### src/shared/fuaeb_pkg.sv
// package: register map, field layout and block map of the upper-area flash controller
package fuaeb_pkg;
   // register word offsets (byte addresses on the avalon bus)
   localparam logic [3:0] ADDR_UPPER_MODE   = 4'h0;
   localparam logic [3:0] ADDR_ERASE_LOW    = 4'h4;
   localparam logic [3:0] ADDR_ERASE_HIGH   = 4'h8;
   localparam logic [3:0] ADDR_PERMIT       = 4'hc;

   // upper-area mode control fields
   localparam int BIT_FAULT        = 7;
   localparam int BIT_RSVD         = 6;
   localparam int BIT_ERASE_SETUP  = 5;
   localparam int BIT_PROG_SETUP   = 4;
   localparam int BIT_ERASE_CHECK  = 3;
   localparam int BIT_PROG_CHECK   = 2;
   localparam int BIT_ERASE_GO     = 1;
   localparam int BIT_PROG_GO      = 0;

   // permit register fields
   localparam int BIT_SOFT_PERMIT  = 0;
   localparam int BIT_PIN_PERMIT   = 1;

   localparam logic [7:0] REG_RESET      = 8'h00;
   localparam logic [7:0] LOW_SEL_MASK   = 8'h0f;
   localparam int         NUM_BLOCKS     = 12;
   localparam int         LOW_BLOCKS     = 4;

   // upper area and block map
   localparam logic [23:0] UPPER_BASE    = 24'h020000;
   localparam logic [23:0] UPPER_LAST    = 24'h03ffff;
   localparam logic [23:0] BIG_BLOCK_SZ  = 24'h008000;
   localparam logic [23:0] BLK7_BASE     = 24'h038000;
   localparam logic [23:0] BLK7_SIZE     = 24'h007000;
   localparam logic [23:0] SMALL_BASE    = 24'h03f000;
   localparam logic [23:0] SMALL_SIZE    = 24'h000400;
   localparam int          NUM_BIG       = 7;
   localparam int          BLK_SEVEN     = 7;
endpackage

### src/design/fuaeb_block_map.sv
// block map: finds the erase block that holds an address
module fuaeb_block_map
   import fuaeb_pkg::*;
(
   // lookup
   input  wire logic [23:0] addr_i,
   output logic [11:0]      block_hit_o
);
   // ------------------------------------------------------------
   // address decode
   // ------------------------------------------------------------
   // block extents
   always_comb
   begin
      block_hit_o = 12'h000;
      for (int i = 0; i < NUM_BLOCKS; i++)
      begin
         logic [23:0] base;
         logic [23:0] size;
         base = 24'h000000;
         size = 24'h000000;
         if (i < NUM_BIG)
         begin
            base = 24'(i) * BIG_BLOCK_SZ;
            size = BIG_BLOCK_SZ;
         end
         else if (i == BLK_SEVEN)
         begin
            base = BLK7_BASE;
            size = BLK7_SIZE;
         end
         else
         begin
            base = SMALL_BASE + 24'(i - BLK_SEVEN - 1) * SMALL_SIZE;
            size = SMALL_SIZE;
         end
         block_hit_o[i] = (addr_i >= base) && (addr_i < base + size);
      end
   end
endmodule

### src/design/fuaeb_ctrl.sv
// upper-area program/erase control with erase-block selection, avalon-mm slave
//
// Local design decisions: the Avalon-MM register port and the register offsets.
module fuaeb_ctrl
   import fuaeb_pkg::*;
(
   // clock and reset
   input  wire logic        clk_i,
   input  wire logic        rst_n_i,
   // avalon-mm slave
   input  wire logic [3:0]  avs_address_i,
   input  wire logic        avs_read_i,
   input  wire logic        avs_write_i,
   input  wire logic [31:0] avs_writedata_i,
   input  wire logic [3:0]  avs_byteenable_i,
   output logic [31:0]      avs_readdata_o,
   output logic             avs_waitrequest_o,
   output logic [1:0]       avs_response_o,
   // system state
   input  wire logic        hw_standby_i,
   input  wire logic        sw_standby_i,
   input  wire logic        flash_enable_i,
   input  wire logic        pin_write_permit_i,
   input  wire logic        error_detect_i,
   // array side
   input  wire logic [23:0] target_addr_i,
   output logic             erase_setup_upper_o,
   output logic             program_setup_upper_o,
   output logic             erase_check_upper_o,
   output logic             program_check_upper_o,
   output logic             erase_go_upper_o,
   output logic             program_go_upper_o,
   output logic             target_erasable_o,
   output logic             flash_fault_flag_o
);
   // ------------------------------------------------------------
   // pin synchroniser
   // ------------------------------------------------------------
   logic [2:0] pin_sync_r;
   logic       pin_permit_r;

   always_ff @(posedge clk_i)
   begin
      if (!rst_n_i)
         pin_sync_r <= 3'h0;
      else
         pin_sync_r <= {pin_sync_r[1:0], pin_write_permit_i};
   end

   always_ff @(posedge clk_i)
   begin
      if (!rst_n_i)
         pin_permit_r <= 1'b0;
      else if (pin_sync_r[1] == pin_sync_r[2])
         pin_permit_r <= pin_sync_r[2];
   end

   // ------------------------------------------------------------
   // bus handshake
   // ------------------------------------------------------------
   // one wait state: accept on the second cycle of a request
   logic ack_r;
   logic req;
   logic wr_acc;
   logic rd_acc;
   logic lane0;
   logic [7:0] wbyte;

   assign req    = avs_read_i | avs_write_i;
   assign wr_acc = avs_write_i & ack_r;
   assign rd_acc = avs_read_i & ack_r;
   assign lane0  = avs_byteenable_i[0];
   assign wbyte  = avs_writedata_i[7:0];

   always_ff @(posedge clk_i)
   begin
      if (!rst_n_i)
         ack_r <= 1'b0;
      else
         ack_r <= req & ~ack_r;
   end

   function automatic logic hit(input logic [3:0] a, input logic [3:0] off);
      return a == off;
   endfunction

   // ------------------------------------------------------------
   // clear conditions
   // ------------------------------------------------------------
   logic soft_permit_r;
   logic both_permit;
   logic standby;
   logic ctrl_clear;

   assign both_permit = pin_permit_r & soft_permit_r;
   assign standby     = hw_standby_i | sw_standby_i;
   assign ctrl_clear  = standby | ~both_permit;

   always_ff @(posedge clk_i)
   begin
      if (!rst_n_i)
         soft_permit_r <= 1'b0;
      else if (standby || !pin_permit_r)
         soft_permit_r <= 1'b0;
      else if (wr_acc && lane0 && flash_enable_i && hit(avs_address_i, ADDR_PERMIT))
         soft_permit_r <= wbyte[BIT_SOFT_PERMIT];
   end

   // ------------------------------------------------------------
   // upper mode control
   // ------------------------------------------------------------
   logic       fault_r;
   logic [5:0] mode_r;
   logic [5:0] mode_nxt;
   logic       mode_wr;

   assign mode_wr = wr_acc && lane0 && flash_enable_i && hit(avs_address_i, ADDR_UPPER_MODE);

   // only reset or hardware standby clears
   always_ff @(posedge clk_i)
   begin
      if (!rst_n_i)
         fault_r <= 1'b0;
      else if (error_detect_i)
         fault_r <= 1'b1;
      else if (hw_standby_i)
         fault_r <= 1'b0;
   end

   always_comb
   begin
      mode_nxt = mode_r;
      if (mode_wr)
      begin
         mode_nxt[BIT_ERASE_SETUP] = wbyte[BIT_ERASE_SETUP];
         mode_nxt[BIT_PROG_SETUP]  = wbyte[BIT_PROG_SETUP];
         mode_nxt[BIT_ERASE_CHECK] = wbyte[BIT_ERASE_CHECK];
         mode_nxt[BIT_PROG_CHECK]  = wbyte[BIT_PROG_CHECK];
         mode_nxt[BIT_ERASE_GO] = wbyte[BIT_ERASE_GO] & mode_r[BIT_ERASE_SETUP];
         mode_nxt[BIT_PROG_GO]  = wbyte[BIT_PROG_GO] & mode_r[BIT_PROG_SETUP];
      end
   end

   // clear on standby or lost permit
   always_ff @(posedge clk_i)
   begin
      if (!rst_n_i)
         mode_r <= REG_RESET[5:0];
      else if (ctrl_clear)
         mode_r <= REG_RESET[5:0];
      else
         mode_r <= mode_nxt;
   end

   // ------------------------------------------------------------
   // erase block selects
   // ------------------------------------------------------------
   logic [7:0] sel_low_r;
   logic [7:0] sel_high_r;

   always_ff @(posedge clk_i)
   begin
      if (!rst_n_i || ctrl_clear)
         sel_low_r <= REG_RESET;
      else if (wr_acc && lane0 && flash_enable_i && hit(avs_address_i, ADDR_ERASE_LOW))
         sel_low_r <= wbyte & LOW_SEL_MASK;
   end

   always_ff @(posedge clk_i)
   begin
      if (!rst_n_i || ctrl_clear)
         sel_high_r <= REG_RESET;
      else if (wr_acc && lane0 && flash_enable_i && hit(avs_address_i, ADDR_ERASE_HIGH))
         sel_high_r <= wbyte;
   end

   // ------------------------------------------------------------
   // array outputs
   // ------------------------------------------------------------
   logic [11:0] block_sel;
   logic [11:0] block_hit;
   logic        go_ok;

   assign block_sel = {sel_high_r, sel_low_r[LOW_BLOCKS-1:0]};
   assign go_ok = ~fault_r & both_permit & flash_enable_i;

   fuaeb_block_map u_map
   (
      .addr_i      (target_addr_i),
      .block_hit_o (block_hit)
   );

   always_ff @(posedge clk_i)
   begin
      if (!rst_n_i)
      begin
         erase_setup_upper_o   <= 1'b0;
         program_setup_upper_o <= 1'b0;
         erase_check_upper_o   <= 1'b0;
         program_check_upper_o <= 1'b0;
         erase_go_upper_o      <= 1'b0;
         program_go_upper_o    <= 1'b0;
         target_erasable_o     <= 1'b0;
         flash_fault_flag_o    <= 1'b0;
      end
      else
      begin
         erase_setup_upper_o   <= mode_r[BIT_ERASE_SETUP] & go_ok;
         program_setup_upper_o <= mode_r[BIT_PROG_SETUP] & go_ok;
         erase_check_upper_o   <= mode_r[BIT_ERASE_CHECK] & go_ok;
         program_check_upper_o <= mode_r[BIT_PROG_CHECK] & go_ok;
         erase_go_upper_o      <= mode_r[BIT_ERASE_GO] & go_ok;
         program_go_upper_o    <= mode_r[BIT_PROG_GO] & go_ok;
         target_erasable_o     <= |(block_sel & block_hit) & go_ok;
         flash_fault_flag_o    <= fault_r;
      end
   end

   // ------------------------------------------------------------
   // read path
   // ------------------------------------------------------------
   logic [7:0] rd_byte;

   always_comb
   begin
      rd_byte = REG_RESET;
      if (flash_enable_i)
      begin
         case (avs_address_i)
            ADDR_UPPER_MODE: rd_byte = {fault_r, 1'b0, mode_r};
            ADDR_ERASE_LOW:  rd_byte = sel_low_r;
            ADDR_ERASE_HIGH: rd_byte = sel_high_r;
            ADDR_PERMIT:     rd_byte = {6'h00, pin_permit_r, soft_permit_r};
            default:         rd_byte = REG_RESET;
         endcase
      end
   end

   always_ff @(posedge clk_i)
   begin
      if (!rst_n_i)
         avs_readdata_o <= 32'h0000_0000;
      else if (req && !ack_r)
         avs_readdata_o <= {24'h000000, rd_byte};
   end

   always_ff @(posedge clk_i)
   begin
      if (!rst_n_i)
         avs_waitrequest_o <= 1'b1;
      else
         avs_waitrequest_o <= ~(req & ~ack_r);
   end

   // unmapped address answers slave error
   always_ff @(posedge clk_i)
   begin
      if (!rst_n_i)
         avs_response_o <= 2'b00;
      else if (req && !ack_r)
         avs_response_o <= (avs_address_i == ADDR_UPPER_MODE || avs_address_i == ADDR_ERASE_LOW
                            || avs_address_i == ADDR_ERASE_HIGH || avs_address_i == ADDR_PERMIT)
                           ? 2'b00 : 2'b10;
   end

   logic unused_rd;
   assign unused_rd = rd_acc;
endmodule

### config.mk
export PLATFORM = sky130hd
export DESIGN_NAME = fuaeb_ctrl
export DESIGN_NICKNAME = d
export VERILOG_FILES = /design/src/shared/fuaeb_pkg.sv /design/src/design/fuaeb_block_map.sv /design/src/design/fuaeb_ctrl.sv
export SDC_FILE = /design/constraint.sdc
export NUM_CORES = 1
export LEC_CHECK = 0
export ABC_AREA = 0
export BUFFER_PORTS_ARGS = -buffer_cell sky130_fd_sc_hd__buf_2
export CAP_MARGIN = 5
export CORE_ASPECT_RATIO = 1.4
export CORE_MARGIN = 4
export CORE_UTILIZATION = 35
export CTS_BUF_LIST = sky130_fd_sc_hd__clkbuf_4
export CTS_CLUSTER_DIAMETER = 150
export DETAILED_ROUTE_END_ITERATION = 10
export GPL_ROUTABILITY_DRIVEN = 0
export GPL_TIMING_DRIVEN = 1
export PLACE_DENSITY = 0.68
export SYNTH_ARGS = -nofsm -noshare
export SYNTH_HDL_FRONTEND = slang
export SYNTH_HIERARCHICAL = 1
export SYNTH_SLANG_ARGS = --single-unit
### constraint.sdc
create_clock -name clk_i -period 1.82 [get_ports clk_i]
set_input_delay 0.091 -clock clk_i [delete_from_list [all_inputs] [get_ports clk_i]]
set_output_delay 0.091 -clock clk_i [all_outputs]
set_load 0.02 [all_outputs]
== Word level (Yosys, flattened, before mapping) ==
Index checks and enable logic that the tools add are counted.

* Register bits: 44
* Input bits: 73
* Logic and storage cells: 107

* $lt $le $gt $ge: 24
* Eq/ne operators: 4
* Mux-type cells: 5
* Bitwise logic cells: 23
* Reductions and logical operators: 32

{| class="wikitable"
|+ Operator list
! cell !! number
|-
| >= comparator 24 x 18 -> 1 bit (second input constant) || 8
|-
| less-than comparator 24 x 18 -> 1 bit (second input constant) || 8
|-
| >= comparator 24 x 17 -> 1 bit (second input constant) || 2
|-
| less-than comparator 24 x 17 -> 1 bit (second input constant) || 2
|-
| case mux 8 bit (4 select lines) || 1
|-
| >= comparator 24 x 1 -> 1 bit (second input constant) || 1
|-
| >= comparator 24 x 16 -> 1 bit (second input constant) || 1
|-
| less-than comparator 24 x 16 -> 1 bit (second input constant) || 1
|-
| less-than comparator 24 x 19 -> 1 bit (second input constant) || 1
|-
| logical AND 1 bit || 19
|-
| AND 1 bit || 14
|-
| AND 12 bit || 1
|-
| OR reduction 12 bit || 1
|-
| == test 4 bit (second input constant) || 2
|-
| two-way mux 8 bit || 1
|-
| logical OR 1 bit || 5
|-
| inverter 1 bit || 5
|-
| == test 4 x 3 -> 1 bit (second input constant) || 1
|-
| zero test 4 bit || 1
|-
| OR reduction 2 bit || 2
|-
| zero test 1 bit || 3
|-
| bitwise OR 1 bit || 3
|-
| two-way mux 1 bit || 2
|-
| two-way mux 2 bit || 1
|-
| other kinds (2) || 2
|}

== Depth between registers and ports, before layout ==
* Depth after elaboration: 5
* Gate-level depth with buffers: 7

== Cells and area by module ==
The synthesis kept the hierarchy.

{| class="wikitable"
|+ Modules (own cells, without submodules)
! module !! times used !! cells an instance !! area an instance (µm²) !! sequential area each (µm²)
|-
| fuaeb_ctrl || 1 || 188 || 1866.8 || 860.8
|-
| fuaeb_block_map || 1 || 25 || 173.9 || 0.0
|}

== Least setup slack after synthesis ==
OpenSTA, ideal clock, no wires.

* Path type: input to register
* From: input port avs_address_i[1]
* To: register sel_high_r[2]
* Setup time: 128 ps
* Arrival: 1398 ps
* Required time: 1692 ps
* Setup slack: 294 ps
* Stages on the path: 5
* Cell sequence: or3b_1 > buf_6 > nor4_4 > mux2i_1 > nor2_1

* Cells in the longest elaborated chain, start to end: 2

{| class="wikitable"
|+ RTL lines
! item !! RTL line !! text
|-
| from (decl) || fuaeb_ctrl.sv:11 || <nowiki>input wire logic [3:0] avs_address_i,</nowiki>
|-
| == test 4 bit || fuaeb_ctrl.sv:84 || <nowiki>return a == off;</nowiki>
|-
| logical AND 1 bit || fuaeb_ctrl.sv:173 || <nowiki>else if (wr_acc && lane0 && flash_enable_i && hit(avs_address_i, ADDR_ERASE_HIGH))</nowiki>
|-
| to (signal assigned) || fuaeb_ctrl.sv:174 || <nowiki>sel_high_r <= wbyte;</nowiki>
|-
| to (decl) || fuaeb_ctrl.sv:159 || <nowiki>logic [7:0] sel_high_r;</nowiki>
|}

Every way passes these cells.
A chain may end at the register's enable or synchronous reset.

== Worst setup path in the final report ==
* From: register ack_r
* To: register soft_permit_r

* Cells in the longest elaborated chain, start to end: 4

{| class="wikitable"
|+ RTL lines
! item !! RTL line !! text
|-
| from (decl) || fuaeb_ctrl.sv:62 || <nowiki>logic ack_r;</nowiki>
|-
| from (signal assigned) || fuaeb_ctrl.sv:80 || <nowiki>ack_r <= req & ~ack_r;</nowiki>
|-
| AND 1 bit || fuaeb_ctrl.sv:70 || <nowiki>assign wr_acc = avs_write_i & ack_r;</nowiki>
|-
| logical AND 1 bit (3 in a row) || fuaeb_ctrl.sv:105 || <nowiki>else if (wr_acc && lane0 && flash_enable_i && hit(avs_address_i, ADDR_PERMIT))</nowiki>
|-
| to (signal assigned) || fuaeb_ctrl.sv:106 || <nowiki>soft_permit_r <= wbyte[BIT_SOFT_PERMIT];</nowiki>
|-
| to (decl) || fuaeb_ctrl.sv:90 || <nowiki>logic soft_permit_r;</nowiki>
|}

Every way passes these cells.

==> qor.txt <==
Outcome - completed
Crit share post-route - 88.6%
WL per Instance - 13.5 um
Largest net degree at the start of global routing - 19
HP Class - input pin to flop
Post-synthesis sequential area ratio - 42.2%
Clock Power Share - 33.8%
Worst skew pair latency - 0.36 ns
Antenna fix cells - 0
Worst r2r src - ack_r$_SDFF_PN0_
Initial antenna violation count - 0
CTS tree - yes
First-pass iteration count of the detailed router - 4
Clock Tree Root - clkbuf_4
PwrDens - 706 nW/um2
CP top delay family - buffers and inverters
Worst flop-to-flop path endpoint - soft_permit_r$_SDFFE_PP0P_
Die height - 98.4 um
Synth warn - 6
Cell Rows - 32
Avg Cell Area, Syn - 9.58 um2
First-pass GRT wire length - 7.69 mm
Net Sw Power - 433 uW
Resize count post-CTS - 0
Logic gate share of total power - 11.1%
Gr usage total - 13.8%
Via count of the first global-routing pass - 1,635
Hold Vio Cnt, Final - 0
Total power - 1.74 mW
Num CTS Buffers - 5
Worst hold endpoint - mode_r[0]$_SDFFE_PP0P_
Final Skew - 0.0132 ns
Worst-margin pin slew - 0.602 ns
Distinct cells, synth - 37
Seq pwr share - 55.1%
Setup TNS - 0 ns
IO buf count - 53
Global route overflow - 0
Setup Viol. Count Final - 0
Highest Clock Rate - 0.620 GHz
Switching part of the total - 24.9%
Total of max-cap violations - 0
Depth of the CTS H-tree - 2
Max-slew violations - 0
Die area - 7130 um2
Slew margin rel. - 59.9%
Initial DRC Count - 39
CP max-delay cell - dlygate4sd3_1
FF-to-FF path depth - 5
Maximum vdd ir drop - 0.395 mV
Fraction of layout instances using a drive strength above 1 - 26.2%
Min cycle time layout - 1.61 ns
CP peak stage delay - 0.54 ns
CTS Hold Bufs - 9
Vias per cell - 4.81
Detailed Place HPWL - 3.55 mm
Crit path max fanout - 3
LEAKAGE - 1.02 nW
RSZ-0062 raised after global routing - no
CP Capture Type - flop
Routed WL - 4.67 mm
WP buf/inv - 1
Antenna viol nets, final - 0
Min-delay src - avs_writedata_i[0]
Flop2flop setup slack - 0.21 ns
Critical path class - flop to flop
Clock buffer depth - 2
Area growth syn-to-layout - 20.5%
Num Clock Sinks - 43
Clk slew on worst S/H paths - 0.12 ns
# IOs - 116
Worst path arrival time - 1.87 ns
Syn Std Cell Area - 2040 um2
Final #Nets - 351
Die width - 72.5 um
Critical-path cell list - nand4_1, nor3_1, mux2i_1, nor4_1, dlygate4sd3_1
Setup Buffers After CTS - 0
# DRC - 0
Cells after Synth - 213
CP required - 2.07 ns
Hold Crit Depth - 3
Core Region - 5570 um2
Starting Density - 36.7%
Pint - 1.30 mW
Vias - 1,668
#FFs+latches synth - 43
Worst Setup Start Kind - flop
-- metal layers --
| metal | routed length, um | GRT usage [%] | vias to the layer above | part of all wire, % |
|---|---|---|---|---|
| met5 | 0 | 0 | - | 0 |
| met4 | 65 | 4.69 | 0 | 1.4 |
| met3 | 362 | 4.02 | 6 | 7.8 |
| met2 | 2330 | 23.3 | 55 | 50 |
| met1 | 1910 | 16.3 | 771 | 41 |
| li1 | - | - | 836 | - |
-- layout make-up --
cell class                 instances  area (um2)
clock buffer                       5        37.5
clock inverter                     3        38.8
fill                             576        3110
inverter                           4        15.0
multi-input combinational        156        1020
sequential                        43         861
tap                               68        85.1
timing repair buffer              68         405
-- worst max path at each step --
stage | from | to | slack [ns] | cells past startpoint
after global placement | target_addr_i[20] | target_erasable_o$_SDFF_PN0_ | 0.19 | 7
after floorplan | avs_address_i[1] | sel_high_r[2]$_SDFFE_PP0P_ | 0.29 | 5
final | ack_r$_SDFF_PN0_ | soft_permit_r$_SDFFE_PP0P_ | 0.21 | 5
after global routing | ack_r$_SDFF_PN0_ | soft_permit_r$_SDFFE_PP0P_ | 0.03 | 5
after CTS | ack_r$_SDFF_PN0_ | soft_permit_r$_SDFFE_PP0P_ | 0.19 | 5
after detailed placement | target_addr_i[20] | target_erasable_o$_SDFF_PN0_ | 0.19 | 7
-- cells in the mapped netlist --
library cell   n  area share (%)
a32o_1         4             2.0
o21ai_0        6             1.5
inv_1          4            0.74
nand4_1        1            0.31
nor2b_1        1            0.31
or4bb_1        1            0.55
nor3_1         7             1.7
and2_1        11             3.4
or4b_2         2            0.98
nor4b_1        1            0.43
mux2i_1       22              11
nor2_1        22             4.0
a22o_1         3             1.3
or3_1          4             1.2
mux4_2         2             2.2
buf_4         25             9.2
nor4_4         2             2.1
a221oi_1       3             1.3
dfxtp_1       43              42
or3b_1         1            0.43
buf_2          1            0.25
buf_6          2             1.1
a32oi_1        1            0.43
or4_1          1            0.37
buf_1          1            0.18
nand2_1        5            0.92
nand2b_1       4             1.2
clkbuf_1       5            0.92
conb_1         1            0.18
nor3b_1        1            0.37
or2_2          1            0.31
or4_4          1            0.55
or3b_2         1            0.43
a21oi_1        5             1.2
nand3_1       10             2.5
o21bai_1       1            0.37
nor4_1         7             2.1
-- kinds of logic (layout without fill, tap and decap cells) --
| group | after synthesis | count (layout) | synth area share, % |
|---|---|---|---|
| simple gates | 84 | 84 | 24.2 |
| flops | 43 | 43 | 42.2 |
| buf+inv | 38 | 80 | 12.4 |
| mux | 24 | 24 | 13.0 |
| compound gates | 23 | 23 | 8.03 |
| other cells | 1 | 25 | 0.184 |
-- through the flow --
step / hold WS (ns) / instances / util (%) / area, um2 / worst slack (ns)
CTS: 0.000820 / 345 / 43.8 / 2440 / 0.195
global placement: 0.280 / 328 / 40.8 / 2270 / 0.191
finish: 0.0184 / 347 / 44.2 / 2460 / 0.207
detailed placement: 0.275 / 328 / 40.8 / 2270 / 0.189
global route: 0.00875 / 347 / 44.2 / 2460 / 0.0279
floorplan: 0.168 / 237 / - / 2130 / 0.294
-- sequential cells by signal, indices dropped and copies added, names as in the netlist --
register and flops:
program_check_upper_o 1, pin_permit_r 1, mode_r 6, target_erasable_o 1, erase_setup_upper_o 1, ack_r 1
program_setup_upper_o 1, avs_waitrequest_o 1, avs_response_o 1, sel_low_r 4, sel_high_r 8, erase_check_upper_o 1
flash_fault_flag_o 1, soft_permit_r 1, pin_sync_r 3, avs_readdata_o 8, fault_r 1, erase_go_upper_o 1
program_go_upper_o 1
-- power groups by stage --
| stage | clock network (mW) | registers [mW] | logic, mW |
|---|---|---|---|
| floorplan | 0 | 0.983 | 0.146 |
| global placement | 0 | 0.978 | 0.172 |
| detailed placement | 0 | 0.978 | 0.174 |
| CTS | 0.606 | 0.957 | 0.188 |
| global route | 0.646 | 0.959 | 0.212 |
| finish | 0.587 | 0.957 | 0.192 |
-- worst reg2reg max path: cells and delay by family, from the launching register on --
kind                   cells  cell delay, ns
and+or+nand+nor            3            0.40
muxes                      1            0.21
DFF                        1            0.36
buffers and inverters      1            0.54
-- layout by cell type (no fill, tap or decap), drive strengths merged --
cell	Yosys	layout
bufinv	0	1
clkbuf	5	5
a21oi	5	5
nand2b	4	4
mux4	2	2
or3b	2	2
o21ai	6	6
a221oi	3	3
dlygate4sd3	0	11
nor2	22	22
buf	29	57
nor3	7	7
nand4	1	1
inv	4	4
clkinv	0	2
nor2b	1	1
nor4b	1	1
mux2i	22	22
conb	1	25
nor3b	1	1
nand2	5	5
a22o	3	3
or4bb	1	1
nor4	9	9
or3	4	4
a32oi	1	1
or4	2	2
o21bai	1	1
a32o	4	4
and2	11	11
or4b	2	2
dfxtp	43	43
nand3	10	10
or2	1	1
(Power assumes the default switching activity.)
